**src/hw/rlas_defs.svh**
```systemverilog
// Constants for the receive lane alignment and statistics block
`ifndef RLAS_DEFS_SVH
`define RLAS_DEFS_SVH
`define RLAS_LANES 20
`define RLAS_CNT_W 4
`define RLAS_LOCK_GOOD 5'h10
`define RLAS_LOCK_W 5
`define RLAS_REPORT_HDRS 3'h7
`define RLAS_HDR_W 3
`define RLAS_REQ_MIN_NS 5
`define RLAS_CLK_PERIOD_NS 25
`define RLAS_SYNC_GOOD_A 2'h1
`define RLAS_SYNC_GOOD_B 2'h2
`endif

```
**src/hw/rlas_pkg.sv**
```systemverilog
// Types for the receive lane alignment and statistics block
`include "rlas_defs.svh"
package rlas_pkg;
  typedef enum logic [2:0] {ST_RESET, ST_ALIGN, ST_RUN, ST_DRAIN, ST_HALT} rlas_state_e;
  typedef logic [`RLAS_LANES-1:0][`RLAS_CNT_W-1:0] rlas_cnt_t;
  typedef logic [`RLAS_LANES-1:0][`RLAS_LOCK_W-1:0] rlas_lock_t;
  typedef logic [`RLAS_LANES-1:0][`RLAS_HDR_W-1:0] rlas_hdr_t;
endpackage : rlas_pkg

```
**src/hw/rlas_rx_align.sv**
```systemverilog
// Receive path control, lane alignment and per-lane sync header error statistics
// Summary of operation
// - Permit low: finish packet in progress, then halt decoding of lane data.
// - While disabled, no statistics are reported and the packet bus stays idle.
// - Realign request high: reset receive path, then resync and realign all lanes.
// - Realign request low: normal reception continues with no forced reset.
// - Each lane outputs a four-bit count of received sync header errors.
// - Each of lanes 0..19 has a valid; count means something only when valid.
// - Counts may update in any cycle, regardless of packet boundaries.
`timescale 1ns/1ps
`include "rlas_defs.svh"
module rlas_rx_align
  import rlas_pkg::*;
(
  input wire logic core_clk,
  input wire logic rst_n,
  input wire logic rxReceivePermit,
  input wire logic rxRealignRequest,
  input wire logic [`RLAS_LANES-1:0] laneHdrValid,
  input wire logic [`RLAS_LANES-1:0][1:0] laneSyncHdr,
  input wire logic decWordValid,
  input wire logic decSop,
  input wire logic decEop,
  output logic [`RLAS_LANES-1:0][`RLAS_CNT_W-1:0] statFramingErr,
  output logic [`RLAS_LANES-1:0] statFramingErrValid,
  output logic busEna,
  output logic busSop,
  output logic busEop,
  output logic rxAligned
);

  typedef struct packed {
    rlas_state_e state;
    logic inPkt;
    rlas_lock_t lockCnt;
    rlas_cnt_t errAcc;
    rlas_hdr_t hdrCnt;
    rlas_cnt_t errOut;
    logic [`RLAS_LANES-1:0] errValid;
    logic busEna;
    logic busSop;
    logic busEop;
    logic aligned;
  } rlas_regs_s;

  rlas_regs_s r_q;
  rlas_regs_s r_d;
  logic realignSync;

  // A good sync header is 01 or 10; 00 and 11 count as framing errors
  function automatic logic hdrBad(input logic [1:0] hdr);
    hdrBad = (hdr != `RLAS_SYNC_GOOD_A) && (hdr != `RLAS_SYNC_GOOD_B);
  endfunction : hdrBad

  // Per-lane header decode, shared by the lock and the statistics logic
  logic [`RLAS_LANES-1:0] hdrIsBad;
  logic [`RLAS_LANES-1:0] hdrIsGood;
  logic [`RLAS_LANES-1:0] laneLocked;
  logic [`RLAS_LANES-1:0] windowLast;

  for (genvar g = 0; g < `RLAS_LANES; g++) begin : g_lane
    assign hdrIsBad[g] = laneHdrValid[g] && hdrBad(laneSyncHdr[g]);
    assign hdrIsGood[g] = laneHdrValid[g] && !hdrBad(laneSyncHdr[g]);
    assign laneLocked[g] = (r_q.lockCnt[g] == `RLAS_LOCK_GOOD);
    // Eighth header of the window: the count is released on this one
    assign windowLast[g] = (r_q.hdrCnt[g] == `RLAS_REPORT_HDRS);
  end

  // The request may be as short as 5 ns, shorter than a clock period; the
  // far end is expected to stretch it to a full cycle so both flops see it
  rlas_sync u_realign_sync (
    .core_clk(core_clk),
    .rst_n(rst_n),
    .asyncIn(rxRealignRequest),
    .syncOut(realignSync)
  );

  always_comb begin
    logic accept;
    logic nextInPkt;
    logic [`RLAS_CNT_W-1:0] sum;
    accept = 1'b0;
    nextInPkt = 1'b0;
    sum = '0;
    r_d = r_q;
    // Strobes live one cycle only
    r_d.errValid = '0;
    r_d.busEna = 1'b0;
    r_d.busSop = 1'b0;
    r_d.busEop = 1'b0;
    if (realignSync) begin
      // Held in reset for as long as the request stays high
      r_d.state = ST_RESET;
      r_d.inPkt = 1'b0;
      r_d.lockCnt = '0;
      r_d.errAcc = '0;
      r_d.hdrCnt = '0;
      r_d.aligned = 1'b0;
    end else begin
      case (r_q.state)
        ST_RESET: begin
          r_d.state = ST_ALIGN;
        end
        ST_ALIGN: begin
          // A bad header restarts that lane's run of good ones
          for (int i = 0; i < `RLAS_LANES; i++) begin
            if (hdrIsBad[i]) begin
              r_d.lockCnt[i] = '0;
            end else if (hdrIsGood[i] && !laneLocked[i]) begin
              r_d.lockCnt[i] = r_q.lockCnt[i] + `RLAS_LOCK_W'(1);
            end
          end
          if (&laneLocked) begin
            r_d.aligned = 1'b1;
            r_d.state = rxReceivePermit ? ST_RUN : ST_HALT;
          end
        end
        ST_RUN, ST_DRAIN: begin
          // Statistics per lane, released when a window closes unless the block halts in that cycle
          for (int i = 0; i < `RLAS_LANES; i++) begin
            if (laneHdrValid[i]) begin
              sum = r_q.errAcc[i] + {3'h0, hdrIsBad[i]};
              if (windowLast[i]) begin
                r_d.errOut[i] = sum;
                r_d.errValid[i] = 1'b1;
                r_d.errAcc[i] = '0;
                r_d.hdrCnt[i] = '0;
              end else begin
                r_d.errAcc[i] = sum;
                r_d.hdrCnt[i] = r_q.hdrCnt[i] + `RLAS_HDR_W'(1);
              end
            end
          end
          // A new packet may only start while running; draining only finishes one
          accept = decWordValid && (r_q.inPkt || (decSop && r_q.state == ST_RUN));
          nextInPkt = r_q.inPkt;
          if (accept) begin
            r_d.busEna = 1'b1;
            r_d.busSop = decSop && !r_q.inPkt;
            r_d.busEop = decEop;
            nextInPkt = !decEop;
          end
          r_d.inPkt = nextInPkt;
          if (!rxReceivePermit || r_q.state == ST_DRAIN) begin
            r_d.state = nextInPkt ? ST_DRAIN : ST_HALT;
          end
          if (r_d.state == ST_HALT) begin
            // Partial windows are dropped so nothing leaks out while disabled
            r_d.errAcc = '0;
            r_d.hdrCnt = '0;
            // A window closing on the disabling edge is withheld as well
            r_d.errOut = r_q.errOut;
            r_d.errValid = '0;
          end
        end
        ST_HALT: begin
          // Decoding stopped: no statistics, bus idle
          if (rxReceivePermit) begin
            r_d.state = ST_RUN;
          end
        end
        default: begin
          r_d.state = ST_RESET;
        end
      endcase
    end
  end

  always_ff @(posedge core_clk or negedge rst_n) begin
    if (!rst_n) begin
      r_q <= '{state: ST_RESET, default: '0};
    end else begin
      r_q <= r_d;
    end
  end

  assign statFramingErr = r_q.errOut;
  assign statFramingErrValid = r_q.errValid;
  assign busEna = r_q.busEna;
  assign busSop = r_q.busSop;
  assign busEop = r_q.busEop;
  assign rxAligned = r_q.aligned;

endmodule : rlas_rx_align

```
**src/hw/rlas_sync.sv**
```systemverilog
// Two flip-flop level synchroniser
`timescale 1ns/1ps
module rlas_sync (
  input wire logic core_clk,
  input wire logic rst_n,
  input wire logic asyncIn,
  output logic syncOut
);
  typedef struct packed {
    logic meta;
    logic stable;
  } rlas_sync_s;

  rlas_sync_s s_q;
  rlas_sync_s s_d;

  // Only the second stage is read, so a metastable first stage never reaches logic
  always_comb begin
    s_d.meta = asyncIn;
    s_d.stable = s_q.meta;
  end

  always_ff @(posedge core_clk or negedge rst_n) begin
    if (!rst_n) begin
      s_q <= '0;
    end else begin
      s_q <= s_d;
    end
  end

  assign syncOut = s_q.stable;
endmodule : rlas_sync
```
**config.mk**
```make
export PLATFORM = sky130hd
export DESIGN_NAME = rlas_rx_align
export DESIGN_NICKNAME = d
export VERILOG_FILES = /design/src/hw/rlas_pkg.sv /design/src/hw/rlas_rx_align.sv /design/src/hw/rlas_sync.sv
export VERILOG_INCLUDE_DIRS = /design/src /design/src/hw
export SDC_FILE = /design/constraint.sdc
export NUM_CORES = 1
export LEC_CHECK = 0
export BUFFER_PORTS_ARGS = -buffer_cell sky130_fd_sc_hd__buf_4
export CORE_MARGIN = 2
export CORE_UTILIZATION = 50
export DETAILED_ROUTE_END_ITERATION = 10
export HOLD_SLACK_MARGIN = 0.06
export MAX_ROUTING_LAYER = met4
export PLACE_DENSITY = 0.72
export SETUP_SLACK_MARGIN = 0.1
export SYNTH_ARGS = -nofsm -noshare
export SYNTH_HDL_FRONTEND = slang
export SYNTH_HIERARCHICAL = 1
export SYNTH_SLANG_ARGS = --single-unit
```
**constraint.sdc**
```tcl
create_clock -name core_clk -period 2.1 [get_ports core_clk]
set_input_delay 0.105 -clock core_clk [delete_from_list [all_inputs] [get_ports core_clk]]
set_output_delay 0.105 -clock core_clk [all_outputs]
set_load 0.05 [all_outputs]
```
==> results of run 1 <==
==> per-layer routing <==
layer | GRT usage [%] | vias to the layer above | wire (um)
met3 | 3.26 | 72 | 2090
met2 | 39.5 | 371 | 23700
met5 | - | - | 0
met4 | 7.15 | 0 | 988
met1 | 31.4 | 7330 | 20700
li1 | - | 7061 | -
==> logic make-up after synthesis <==
| logic type | after synthesis | share of synthesized area [%] |
|---|---|---|
| muxes | 43 | 2.64 |
| xor gates and xnor gates | 56 | 2.68 |
| and+or+nand+nor | 669 | 18.4 |
| DFF | 350 | 47.8 |
| AOI/OAI and AO/OA | 400 | 13.4 |
| buffers and inverters | 224 | 6.94 |
| adders and majority gates | 120 | 8.19 |
==> critical path, cell delays in order, from the launching register on <==
cell                       delay (ps)
sky130_fd_sc_hd__dfrtp_2          450
sky130_fd_sc_hd__buf_6            140
sky130_fd_sc_hd__nor4bb_4         360
sky130_fd_sc_hd__o311a_4          360
sky130_fd_sc_hd__buf_12           180
sky130_fd_sc_hd__and3_4           230
sky130_fd_sc_hd__mux2_4           300
==> state kept, by name, summed over array words and instances, names as in the netlist <==
signal,cells
statFramingErrValid,20
busSop,1
r_q,244
busEna,1
rxAligned,1
u_realign_sync/syncOut,1
busEop,1
statFramingErr,80
u_realign_sync/s_d,1
==> cell usage in the layout (no fill, tap or decap), types with 12 or more instances in the layout <==
| cell type | netlist | routed |
|---|---|---|
| sky130_fd_sc_hd__dfrtp_1 | 350 | 348 |
| sky130_fd_sc_hd__buf_4 | 100 | 298 |
| sky130_fd_sc_hd__nand2_1 | 270 | 244 |
| sky130_fd_sc_hd__ha_1 | 120 | 119 |
| sky130_fd_sc_hd__o21ai_0 | 186 | 106 |
| sky130_fd_sc_hd__o21ai_1 | 13 | 69 |
| sky130_fd_sc_hd__buf_6 | 2 | 62 |
| sky130_fd_sc_hd__inv_1 | 53 | 53 |
| sky130_fd_sc_hd__nand3_1 | 51 | 48 |
| sky130_fd_sc_hd__a22o_1 | 45 | 45 |
| sky130_fd_sc_hd__clkbuf_16 | 0 | 44 |
| sky130_fd_sc_hd__nor3_1 | 58 | 43 |
| sky130_fd_sc_hd__xnor2_1 | 38 | 38 |
| sky130_fd_sc_hd__mux2_4 | 0 | 38 |
| sky130_fd_sc_hd__nor2_2 | 0 | 33 |
| sky130_fd_sc_hd__nor2_1 | 90 | 29 |
| sky130_fd_sc_hd__nor2_4 | 0 | 28 |
| sky130_fd_sc_hd__nand2b_1 | 29 | 27 |
| sky130_fd_sc_hd__dlygate4sd3_1 | 0 | 27 |
| sky130_fd_sc_hd__and2_1 | 27 | 26 |
| sky130_fd_sc_hd__a31oi_1 | 36 | 25 |
| sky130_fd_sc_hd__a21oi_2 | 2 | 24 |
| sky130_fd_sc_hd__o21ai_2 | 0 | 24 |
| sky130_fd_sc_hd__nand2_2 | 0 | 22 |
| sky130_fd_sc_hd__a21oi_1 | 55 | 22 |
| sky130_fd_sc_hd__a32o_1 | 21 | 20 |
| sky130_fd_sc_hd__and3_4 | 0 | 19 |
| sky130_fd_sc_hd__xor2_1 | 18 | 18 |
| sky130_fd_sc_hd__buf_12 | 0 | 18 |
| sky130_fd_sc_hd__nand4b_1 | 17 | 17 |
| sky130_fd_sc_hd__o31ai_1 | 22 | 17 |
| sky130_fd_sc_hd__nand4_1 | 14 | 14 |
| sky130_fd_sc_hd__a21oi_4 | 0 | 12 |
==> power groups by stage <==
stage          sequential, mW  combinational [mW]  clock [mW]
6_report                 6.84                1.35        6.51
5_1_grt                  6.84                1.49        6.93
4_1_cts                  6.84                1.20        6.64
3_5_place_dp             6.96                1.08           0
3_3_place_gp             6.95                1.05           0
2_1_floorplan            6.97               0.482           0
==> area by class of cell <==
type | instances | area (um2)
Clock buffer | 54 | 1110
Clock inverter | 9 | 85.1
Fill cell | 2652 | 12000
Inverter | 53 | 199
Multi-Input combinational cell | 1289 | 9840
Sequential cell | 350 | 8760
Tap cell | 468 | 586
Timing Repair Buffer | 416 | 3780
==> through the flow <==
stage | TNS [ps] | utilization, %
finish | -1750 | 67.0
global route | -7710 | 67.0
CTS | 0 | 63.0
detailed placement | -2690 | 56.4
global placement | -307 | 56.4
floorplan | 0 | -
==> worst max path at each step <==
stage / from / endpoint / slack [ps] / depth (start not counted)
floorplan: r_q[347] / r_q[282] / 60 / 8
global route: r_q[345] / r_q[243] / -150 / 8
detailed placement: r_q[345] / r_q[243] / -170 / 7
global placement: r_q[324] / r_q[347] / -120 / 8
finish: r_q[345] / statFramingErr[48] / -60 / 6
CTS: u_realign_sync/syncOut / r_q[277] / 5 / 6
==> what timing repair did <==
action | 4_1_cts | 5_1_grt
hold buffers | 27 | 0
gates cloned | 4 | 15
resized for setup | 188 | 316
endpoints found under the hold margin | 421 | 0
buffers inserted | 16 | 34
setup endpoints to repair | 218 | 246
pin swaps | 64 | 63
==> impl_metrics.tcl, run 1 <==
set metrics [dict create \
    status "finished, violations left" \
    violations "negative setup slack" \
    netlist_top_cells_count "sky130_fd_sc_hd__dfrtp_1, sky130_fd_sc_hd__nand2_1, sky130_fd_sc_hd__o21ai_0" \
    min_from "laneSyncHdr[10]" \
    synth.net_count 2049 \
    peak_clock_frequency_supported_by_timing_mhz 464 \
    timing.final.crit_period_ps 2160 \
    report.power.total_mw 14.7 \
    worstPathRequired_ps 2510 \
    antenna_violations_before_repair 0 \
    max_slew_margin_pct 60.8 \
    synthesis.instances 1862 \
    numPortBuffers 170 \
    route.antenna.remaining_nets 0 \
    cts_sinks 350 \
    overall_fraction_of_global_route_tracks_in_use_pct 24.1 \
    reg2reg_to "statFramingErr[48]" \
    detail_route.iter0.violations 879 \
    post_layout_nonfiller_instances 2639 \
    grt_setup_unrepaired "yes" \
    timing.hold.worst_path_depth 4 \
    synthDominantCellAreaShare_pct 47.8 \
    tightest_slew_ps 584 \
    cp-end-kind "flop" \
    finish.instance_area_um2 24400 \
    place.detailed.instances 2483 \
    netlist_area_um2 18300 \
    irDropWorstVdd_uv 495 \
    synth_area_per_cell_um2 9.84 \
    worst_hold_slack_across_all_endpoints_ps 57.9 \
    share_of_synthesized_area_occupied_by_flip_flops_and_latches_pct 47.8 \
    synth_edf_count 0 \
    comb_power_share_pct 9.2 \
    synth_cell_types 55 \
    postSynth.topFlopCell "sky130_fd_sc_hd__dfrtp_1" \
    hold_path.class "in -> reg" \
    crit_type "reg -> reg" \
    pre_cts_ws_ps -172 \
    share_clk_of_total_power_pct 44.3 \
    row_count 70 \
    start_util_pct 50.4 \
    setup_viol 60 \
    cts_root_buf "sky130_fd_sc_hd__clkbuf_16" \
    sequentialPowerShare_pct 46.5 \
    dp.final_hpwl_mm 29.5 \
    nNetsFinal 2336 \
    pin_count_of_the_biggest_net_entering_global_routing 91 \
    cp_data_arrival_time_ps 2560 \
    r2r_cells 6 \
    cp_max_fo 7 \
    slack_of_the_worst_reg_to_reg_path_ps -60 \
    timing.final.max_slew_violations 0 \
    p_leak_nw 11.7 \
    wire_length_of_the_first_global_routing_pass_mm 73.3 \
    internal_power_summed_over_all_cells_mw 11.2 \
    cts_tree "built" \
    clockBufferDepth 3 \
    synth_warnings 6 \
    cap_violations 0 \
    post_drt_via_cell_ratio 5.62 \
    wl_cell_um 18.0 \
    dpl_cell_area_um2 20500 \
    worst_r2r_startpoint "r_q[345]" \
    synth_most_common_cell "sky130_fd_sc_hd__dfrtp_1" \
    synth_seq_cells 350 \
    layout_cells_sized_above_1_pct 34.5 \
    cellPowerDensity_nw_per_um2 603 \
    vias 14800 \
    num_antenna_cells 0 \
    chipHeight_um 195 \
    critical_path.startpoint_type "flop" \
    grt_pass1_vias 14600 \
    post-route-drc-count 0 \
    grt_overflow 0 \
    switching_share_of_power_pct 23.9 \
    drt-pass1-iter-count 6 \
    clock_insertion_delay_worst_skew_ps 540 \
    final-hold-violation-count 0 \
    fin_worst_skew_ps 15.9 \
    asyncSetResetFlopFracSynth_pct 100 \
    postLayoutSetupSlackWorst_ps -57.5 \
    synth_top_area_cell "sky130_fd_sc_hd__dfrtp_1" \
    min_to "r_q[269]" \
    dieArea_um2 38200 \
    synthToLayoutAreaGrowth_pct 33.0 \
    gp_routability_congestion 0.862 \
    cts_inserted_buffers 39 \
    final_cycle_utilization_of_the_critical_path_pct 103 \
    io_count 171 \
    postRouteWirelength_mm 47.5 \
    cts_max_level 2 \
    core-area_um2 36300 \
    synth_top_cells_by_area "sky130_fd_sc_hd__dfrtp_1, sky130_fd_sc_hd__ha_1, sky130_fd_sc_hd__nand2_1, sky130_fd_sc_hd__o21ai_0, sky130_fd_sc_hd__buf_4" \
    power.net_switching_mw 3.51 \
    clk_transition_reported_paths_ps 60 \
    chip_width_um 195 \
]
(Power assumes the default switching activity.)
==> inputs of run 2 (changes only) <==
- CORE_ASPECT_RATIO: default -> 2
==> impl_metrics.tcl, run 2 (synthesis results as in run 1) <==
set metrics [dict create \
    grt_pass1_vias 15100 \
    io_count 171 \
    layout.core_utilization_pct 63.6 \
    nNetsFinal 2263 \
    post_drt_via_cell_ratio 5.76 \
    timing.hold.worst_path_depth 5 \
    setup_viol 38 \
    antenna_violations_before_repair 1 \
    fin_worst_skew_ps 31.4 \
    cts_root_buf "sky130_fd_sc_hd__clkbuf_16" \
    max_flop_register "r_q" \
    postRouteWirelength_mm 46.5 \
    post-route-drc-count 0 \
    timing.final.crit_period_ps 2200 \
    postLayoutSetupSlackWorst_ps -95.4 \
    chipHeight_um 275 \
    dp.final_hpwl_mm 30.5 \
    gp_routability_congestion 0.876 \
    dieArea_um2 38300 \
    largest_reg_flops 244 \
    grt_setup_unrepaired "yes" \
    cellPowerDensity_nw_per_um2 625 \
    final.fill_count 2771 \
    peak_clock_frequency_supported_by_timing_mhz 455 \
    sequential_cell_area_um2 8770 \
    top_cell_family_by_delay_on_the_critical_path "compound AO/OA/AOI/OAI gates" \
    cp_cell_sequence "a21boi_0 > buf_4 > o311a_4 > buf_12 > and3_1 > mux2_2" \
    slack_of_the_worst_reg_to_reg_path_ps -100 \
    route.antenna.remaining_nets 0 \
    violations "negative setup slack" \
    report.power.total_mw 14.4 \
    max_slew_margin_pct 51.0 \
    final-hold-violation-count 0 \
    crit_buf_inv 2 \
    core-area_um2 36300 \
    crit_type "reg -> reg" \
    multi_input_area_um2 9330 \
    critPathSlowestCell "sky130_fd_sc_hd__a21boi_0" \
    start_util_pct 50.5 \
    detail_route.iter0.violations 917 \
    vias 14700 \
    reg2reg_to "statFramingErr[33]" \
    cts_tree "built" \
    critical_path.startpoint_type "flop" \
    clk_transition_reported_paths_ps 70 \
    status "finished, violations left" \
    numPortBuffers 170 \
    hold_path.class "in -> reg" \
    cts_sinks 350 \
    cts_inserted_buffers 31 \
    clock_insertion_delay_worst_skew_ps 590 \
    pin_count_of_the_biggest_net_entering_global_routing 82 \
    tightest_slew_ps 729 \
    wire_length_of_the_first_global_routing_pass_mm 72.2 \
    cp_data_arrival_time_ps 2640 \
    cts_max_level 1 \
    chip_width_um 139 \
    r2r_cells 6 \
    cap_violations 0 \
    final_cycle_utilization_of_the_critical_path_pct 105 \
    final_cell_mix "sky130_fd_sc_hd__dfrtp_1, sky130_fd_sc_hd__buf_4, sky130_fd_sc_hd__nand2_1" \
    grt_overflow 0 \
    drt-pass1-iter-count 5 \
    critPathMaxStageDelay_ps 450 \
    clockBufferDepth 3 \
    timing.final.max_slew_violations 0 \
    p_leak_nw 11.1 \
    layout.cells.most_common "sky130_fd_sc_hd__dfrtp_1" \
    critical_path.startpoint "r_q[344]" \
    worst_r2r_startpoint "r_q[344]" \
    synthToLayoutAreaGrowth_pct 26.0 \
    worstPathRequired_ps 2550 \
    critical_path_depth 6 \
    layout_cells_sized_above_1_pct 27.4 \
    overall_fraction_of_global_route_tracks_in_use_pct 23.4 \
    wl_cell_um 18.2 \
    row_count 99 \
    cp-end-kind "flop" \
    cp_max_fo 14 \
    critical_path.endpoint "statFramingErr[33]" \
    irDropWorstVdd_uv 823 \
]
-- run 2: layout make-up --
cell class	count	area share [%]
clock buffers	42	3.80
flip-flops and latches	350	38.0
clock inverters	12	1.03
diodes	1	0.0108
repair buffers	352	13.5
multi-input cells	1288	40.4
inverters	53	0.862
well taps	454	2.46
-- run 2: what timing repair did --
action | in CTS | in global routing
setup buffers | 15 | 21
pin swaps | 11 | 46
gates resized for setup | 67 | 201
gates cloned | 3 | 7
hold buffers | 34 | 0
endpoints found under the hold margin | 575 | 0
setup endpoints to repair | 238 | 265
-- run 2: power breakdown --
| group | leakage, nW | total (mW) | internal (mW) | switching (mW) |
|---|---|---|---|---|
| Combinational | 5.68 | 1.25 | 0.510 | 0.736 |
| Clock | 0.550 | 6.34 | 3.76 | 2.57 |
| Sequential | 4.86 | 6.84 | 6.79 | 0.0499 |
| Total | 11.1 | 14.4 | 11.1 | 3.36 |
-- run 2: per-stage QoR --
| stage | std cells | setup TNS (ps) | hold WS [ps] | worst slack (ps) | instance area, um2 |
|---|---|---|---|---|---|
| finish | 2552 | -1790 | 71.1 | -95.4 | 23100 |
| global route | 2552 | -3590 | 98.5 | -103 | 23100 |
| CTS | 2523 | 0 | 61.7 | 7.31 | 22100 |
| global placement | 2417 | -262 | 72.5 | -100 | 20100 |
| floorplan | 1862 | 0 | -191 | 63.8 | 18400 |
| detailed placement | 2417 | -2920 | 78.5 | -155 | 20100 |
-- run 2: worst min-delay path by stage --
stage                          startpoint            endpoint
final                     laneSyncHdr[34]            r_q[333]
after floorplan                     rst_n              busEna
after detailed placement            rst_n  statFramingErr[54]
after CTS                 laneSyncHdr[33]            r_q[327]
after global placement              rst_n  statFramingErr[54]
after global routing      laneSyncHdr[10]            r_q[269]
-- run 2: routing by layer --
layer  track usage [%]  wire (um)  up-vias
met2              43.6      25700      379
met1              24.9      17200     7300
met3              2.19       1710      110
li1                  -          -     6905
met4              10.6       1910        0
met5                 -          0        -
-- run 2: worst min-delay path, delay by kind of cell --
| family | cells | cell delay (ps) |
|---|---|---|
| simple gates | 2 | 250 |
| xor+xnor | 1 | 120 |
| buf+inv | 1 | 80 |
| compound gates | 1 | 70 |
==> inputs of run 3 (changes only) <==
- GPL_TIMING_DRIVEN: default -> 0
- PLACE_DENSITY: 0.72 -> 0.69
- SETUP_SLACK_MARGIN: 0.1 -> 0.02
- clock period: 2.1 -> 2.6 ns (I/O delays scaled with it)
==> impl_metrics.tcl, run 3 (synthesis results as in run 1) <==
set metrics [dict create \
    cts_max_level 2 \
    dieArea_um2 38300 \
    wl_met2_mm 24.6 \
    setup_viol 0 \
    fin_worst_skew_ps 20.0 \
    route.antenna.remaining_nets 0 \
    worst_r2r_startpoint "r_q[345]" \
    chip_width_um 139 \
    chipHeight_um 275 \
    place.detailed.instances 2478 \
    cellPowerDensity_nw_per_um2 525 \
    timing.final.crit_period_ps 2490 \
    detail_route.iter0.violations 785 \
    core-area_um2 36300 \
    comb_power_share_pct 7.1 \
    cts_inserted_buffers 34 \
    timing.hold.worst_path_depth 3 \
    drt-met1-wl_mm 16.6 \
    grt_setup_unrepaired "yes" \
    reg2reg_to "r_q[141]" \
    timing.final.max_slew_violations 0 \
    switching_share_of_power_pct 24.0 \
    share_clk_of_total_power_pct 44.3 \
    grt_pass1_vias 14700 \
    final_cell_mix "sky130_fd_sc_hd__dfrtp_1, sky130_fd_sc_hd__nand2_1, sky130_fd_sc_hd__buf_4" \
    crit_type "reg -> reg" \
    irDropWorstVdd_uv 520 \
    gp_routability_congestion 0.837 \
    power.net_switching_mw 2.73 \
    max_slew_margin_pct 40.8 \
    overall_fraction_of_global_route_tracks_in_use_pct 24.1 \
    final-hold-violation-count 0 \
    largest_reg_flops 244 \
    synthToLayoutAreaGrowth_pct 18.5 \
    p_leak_nw 10.8 \
    pre_cts_ws_ps -496 \
    worstPathRequired_ps 3030 \
    grt_overflow 0 \
    row_count 99 \
    postRouteWirelength_mm 44.9 \
    postLayoutSetupSlackWorst_ps 107 \
    route.met3.wl_mm 1.70 \
    cts_tree "built" \
    cp_data_arrival_time_ps 2920 \
    vias 14500 \
    tns_ps 0 \
    wl_cell_um 17.5 \
    pin_count_of_the_biggest_net_entering_global_routing 120 \
    top_layer_used "met4" \
    clk_transition_reported_paths_ps 70 \
    hold_path.class "in -> reg" \
    cts_root_buf "sky130_fd_sc_hd__clkbuf_16" \
    num_antenna_cells 0 \
    layout.cells.most_common "sky130_fd_sc_hd__dfrtp_1" \
    antenna_violations_before_repair 0 \
    numPortBuffers 159 \
    min_to "r_q[152]" \
    peak_clock_frequency_supported_by_timing_mhz 401 \
    post_drt_via_cell_ratio 5.65 \
    post_layout_nonfiller_instances 2562 \
    clock_insertion_delay_worst_skew_ps 540 \
    io_count 171 \
    critical_path.startpoint_type "flop" \
    cts_sinks 350 \
    sequentialPowerShare_pct 48.6 \
    slack_of_the_worst_reg_to_reg_path_ps 110 \
    r2r_cells 7 \
    dp.final_hpwl_mm 32.5 \
    tightest_slew_ps 876 \
    status "finished, final reports clean" \
    min_from "laneHdrValid[16]" \
    max_flop_register "r_q" \
    cap_violations 0 \
    drt-pass1-iter-count 6 \
    clockBufferDepth 3 \
    nNetsFinal 2273 \
    wire_length_of_the_first_global_routing_pass_mm 72.8 \
    cp-end-kind "flop" \
    layout_cells_sized_above_1_pct 21.4 \
    start_util_pct 50.5 \
    cp_max_fo 10 \
    internal_power_summed_over_all_cells_mw 8.65 \
    final_cycle_utilization_of_the_critical_path_pct 95.9 \
    post-route-drc-count 0 \
    final.fill_count 3126 \
]
[run 3: stage by stage]
stage	util (%)	power, mW	hold slack [ps]	cell area [um2]
floorplan	-	6.01	-166	18300
global placement	55.3	6.36	242	20100
detailed placement	55.6	6.41	101	20200
CTS	59.5	11.5	61.0	21600
global route	59.8	11.8	90.8	21700
finish	59.8	11.4	49.4	21700
[run 3: area by class of cell]
cell class | count | area, um2 | area share (%)
buffer | 171 | 1100 | 5.08
clock buffer | 46 | 957 | 4.41
multi-input combinational | 1288 | 8440 | 38.9
clock inverter | 12 | 145 | 0.669
tap | 454 | 568 | 2.62
inverter | 53 | 199 | 0.916
timing repair buffer | 188 | 1540 | 7.09
sequential | 350 | 8760 | 40.3
[run 3: how the worst max path moves through the flow]
stage                   from                     end  slack [ps]  depth (start not counted)
floorplan           r_q[264]               rxAligned         480                          6
global placement       rst_n  statFramingErrValid[4]       -1940                          1
detailed placement  r_q[346]      statFramingErr[73]        -500                          8
CTS                 r_q[344]                r_q[170]          30                          7
global route        r_q[345]                r_q[141]         -90                          7
finish              r_q[345]                r_q[141]         110                          7
[run 3: critical path, cell delays in order, from the launching register on]
cell,delay (ps)
sky130_fd_sc_hd__dfrtp_1,350
sky130_fd_sc_hd__buf_2,170
sky130_fd_sc_hd__nor4bb_2,440
sky130_fd_sc_hd__o41ai_1,140
sky130_fd_sc_hd__clkbuf_2,320
sky130_fd_sc_hd__a21oi_1,620
sky130_fd_sc_hd__nor2_1,130
sky130_fd_sc_hd__a22o_1,210
[run 3: power by group through the flow]
stage                     Clock [mW]  Sequential, mW  Combinational, mW
after floorplan                    0            5.63              0.384
after global placement             0            5.63              0.731
after detailed placement           0            5.64              0.772
after CTS                       5.16            5.53              0.808
after global routing            5.35            5.54              0.894
final                           5.05            5.54              0.803
[run 3: what timing repair did]
action                                 in CTS  in global routing
hold buffers                               24                  0
resized for setup                          19                 43
buffers inserted                            0                  2
endpoints found under the hold margin     201                  0
setup endpoints to repair                 259                138
pin swaps                                   0                  1
[run 3: routing by layer]
layer / track usage (%) / up-vias
met5: - / -
met4: 10.8 / 0
met3: 2.59 / 122
met2: 44.9 / 312
met1: 25.5 / 7103
li1: - / 6926
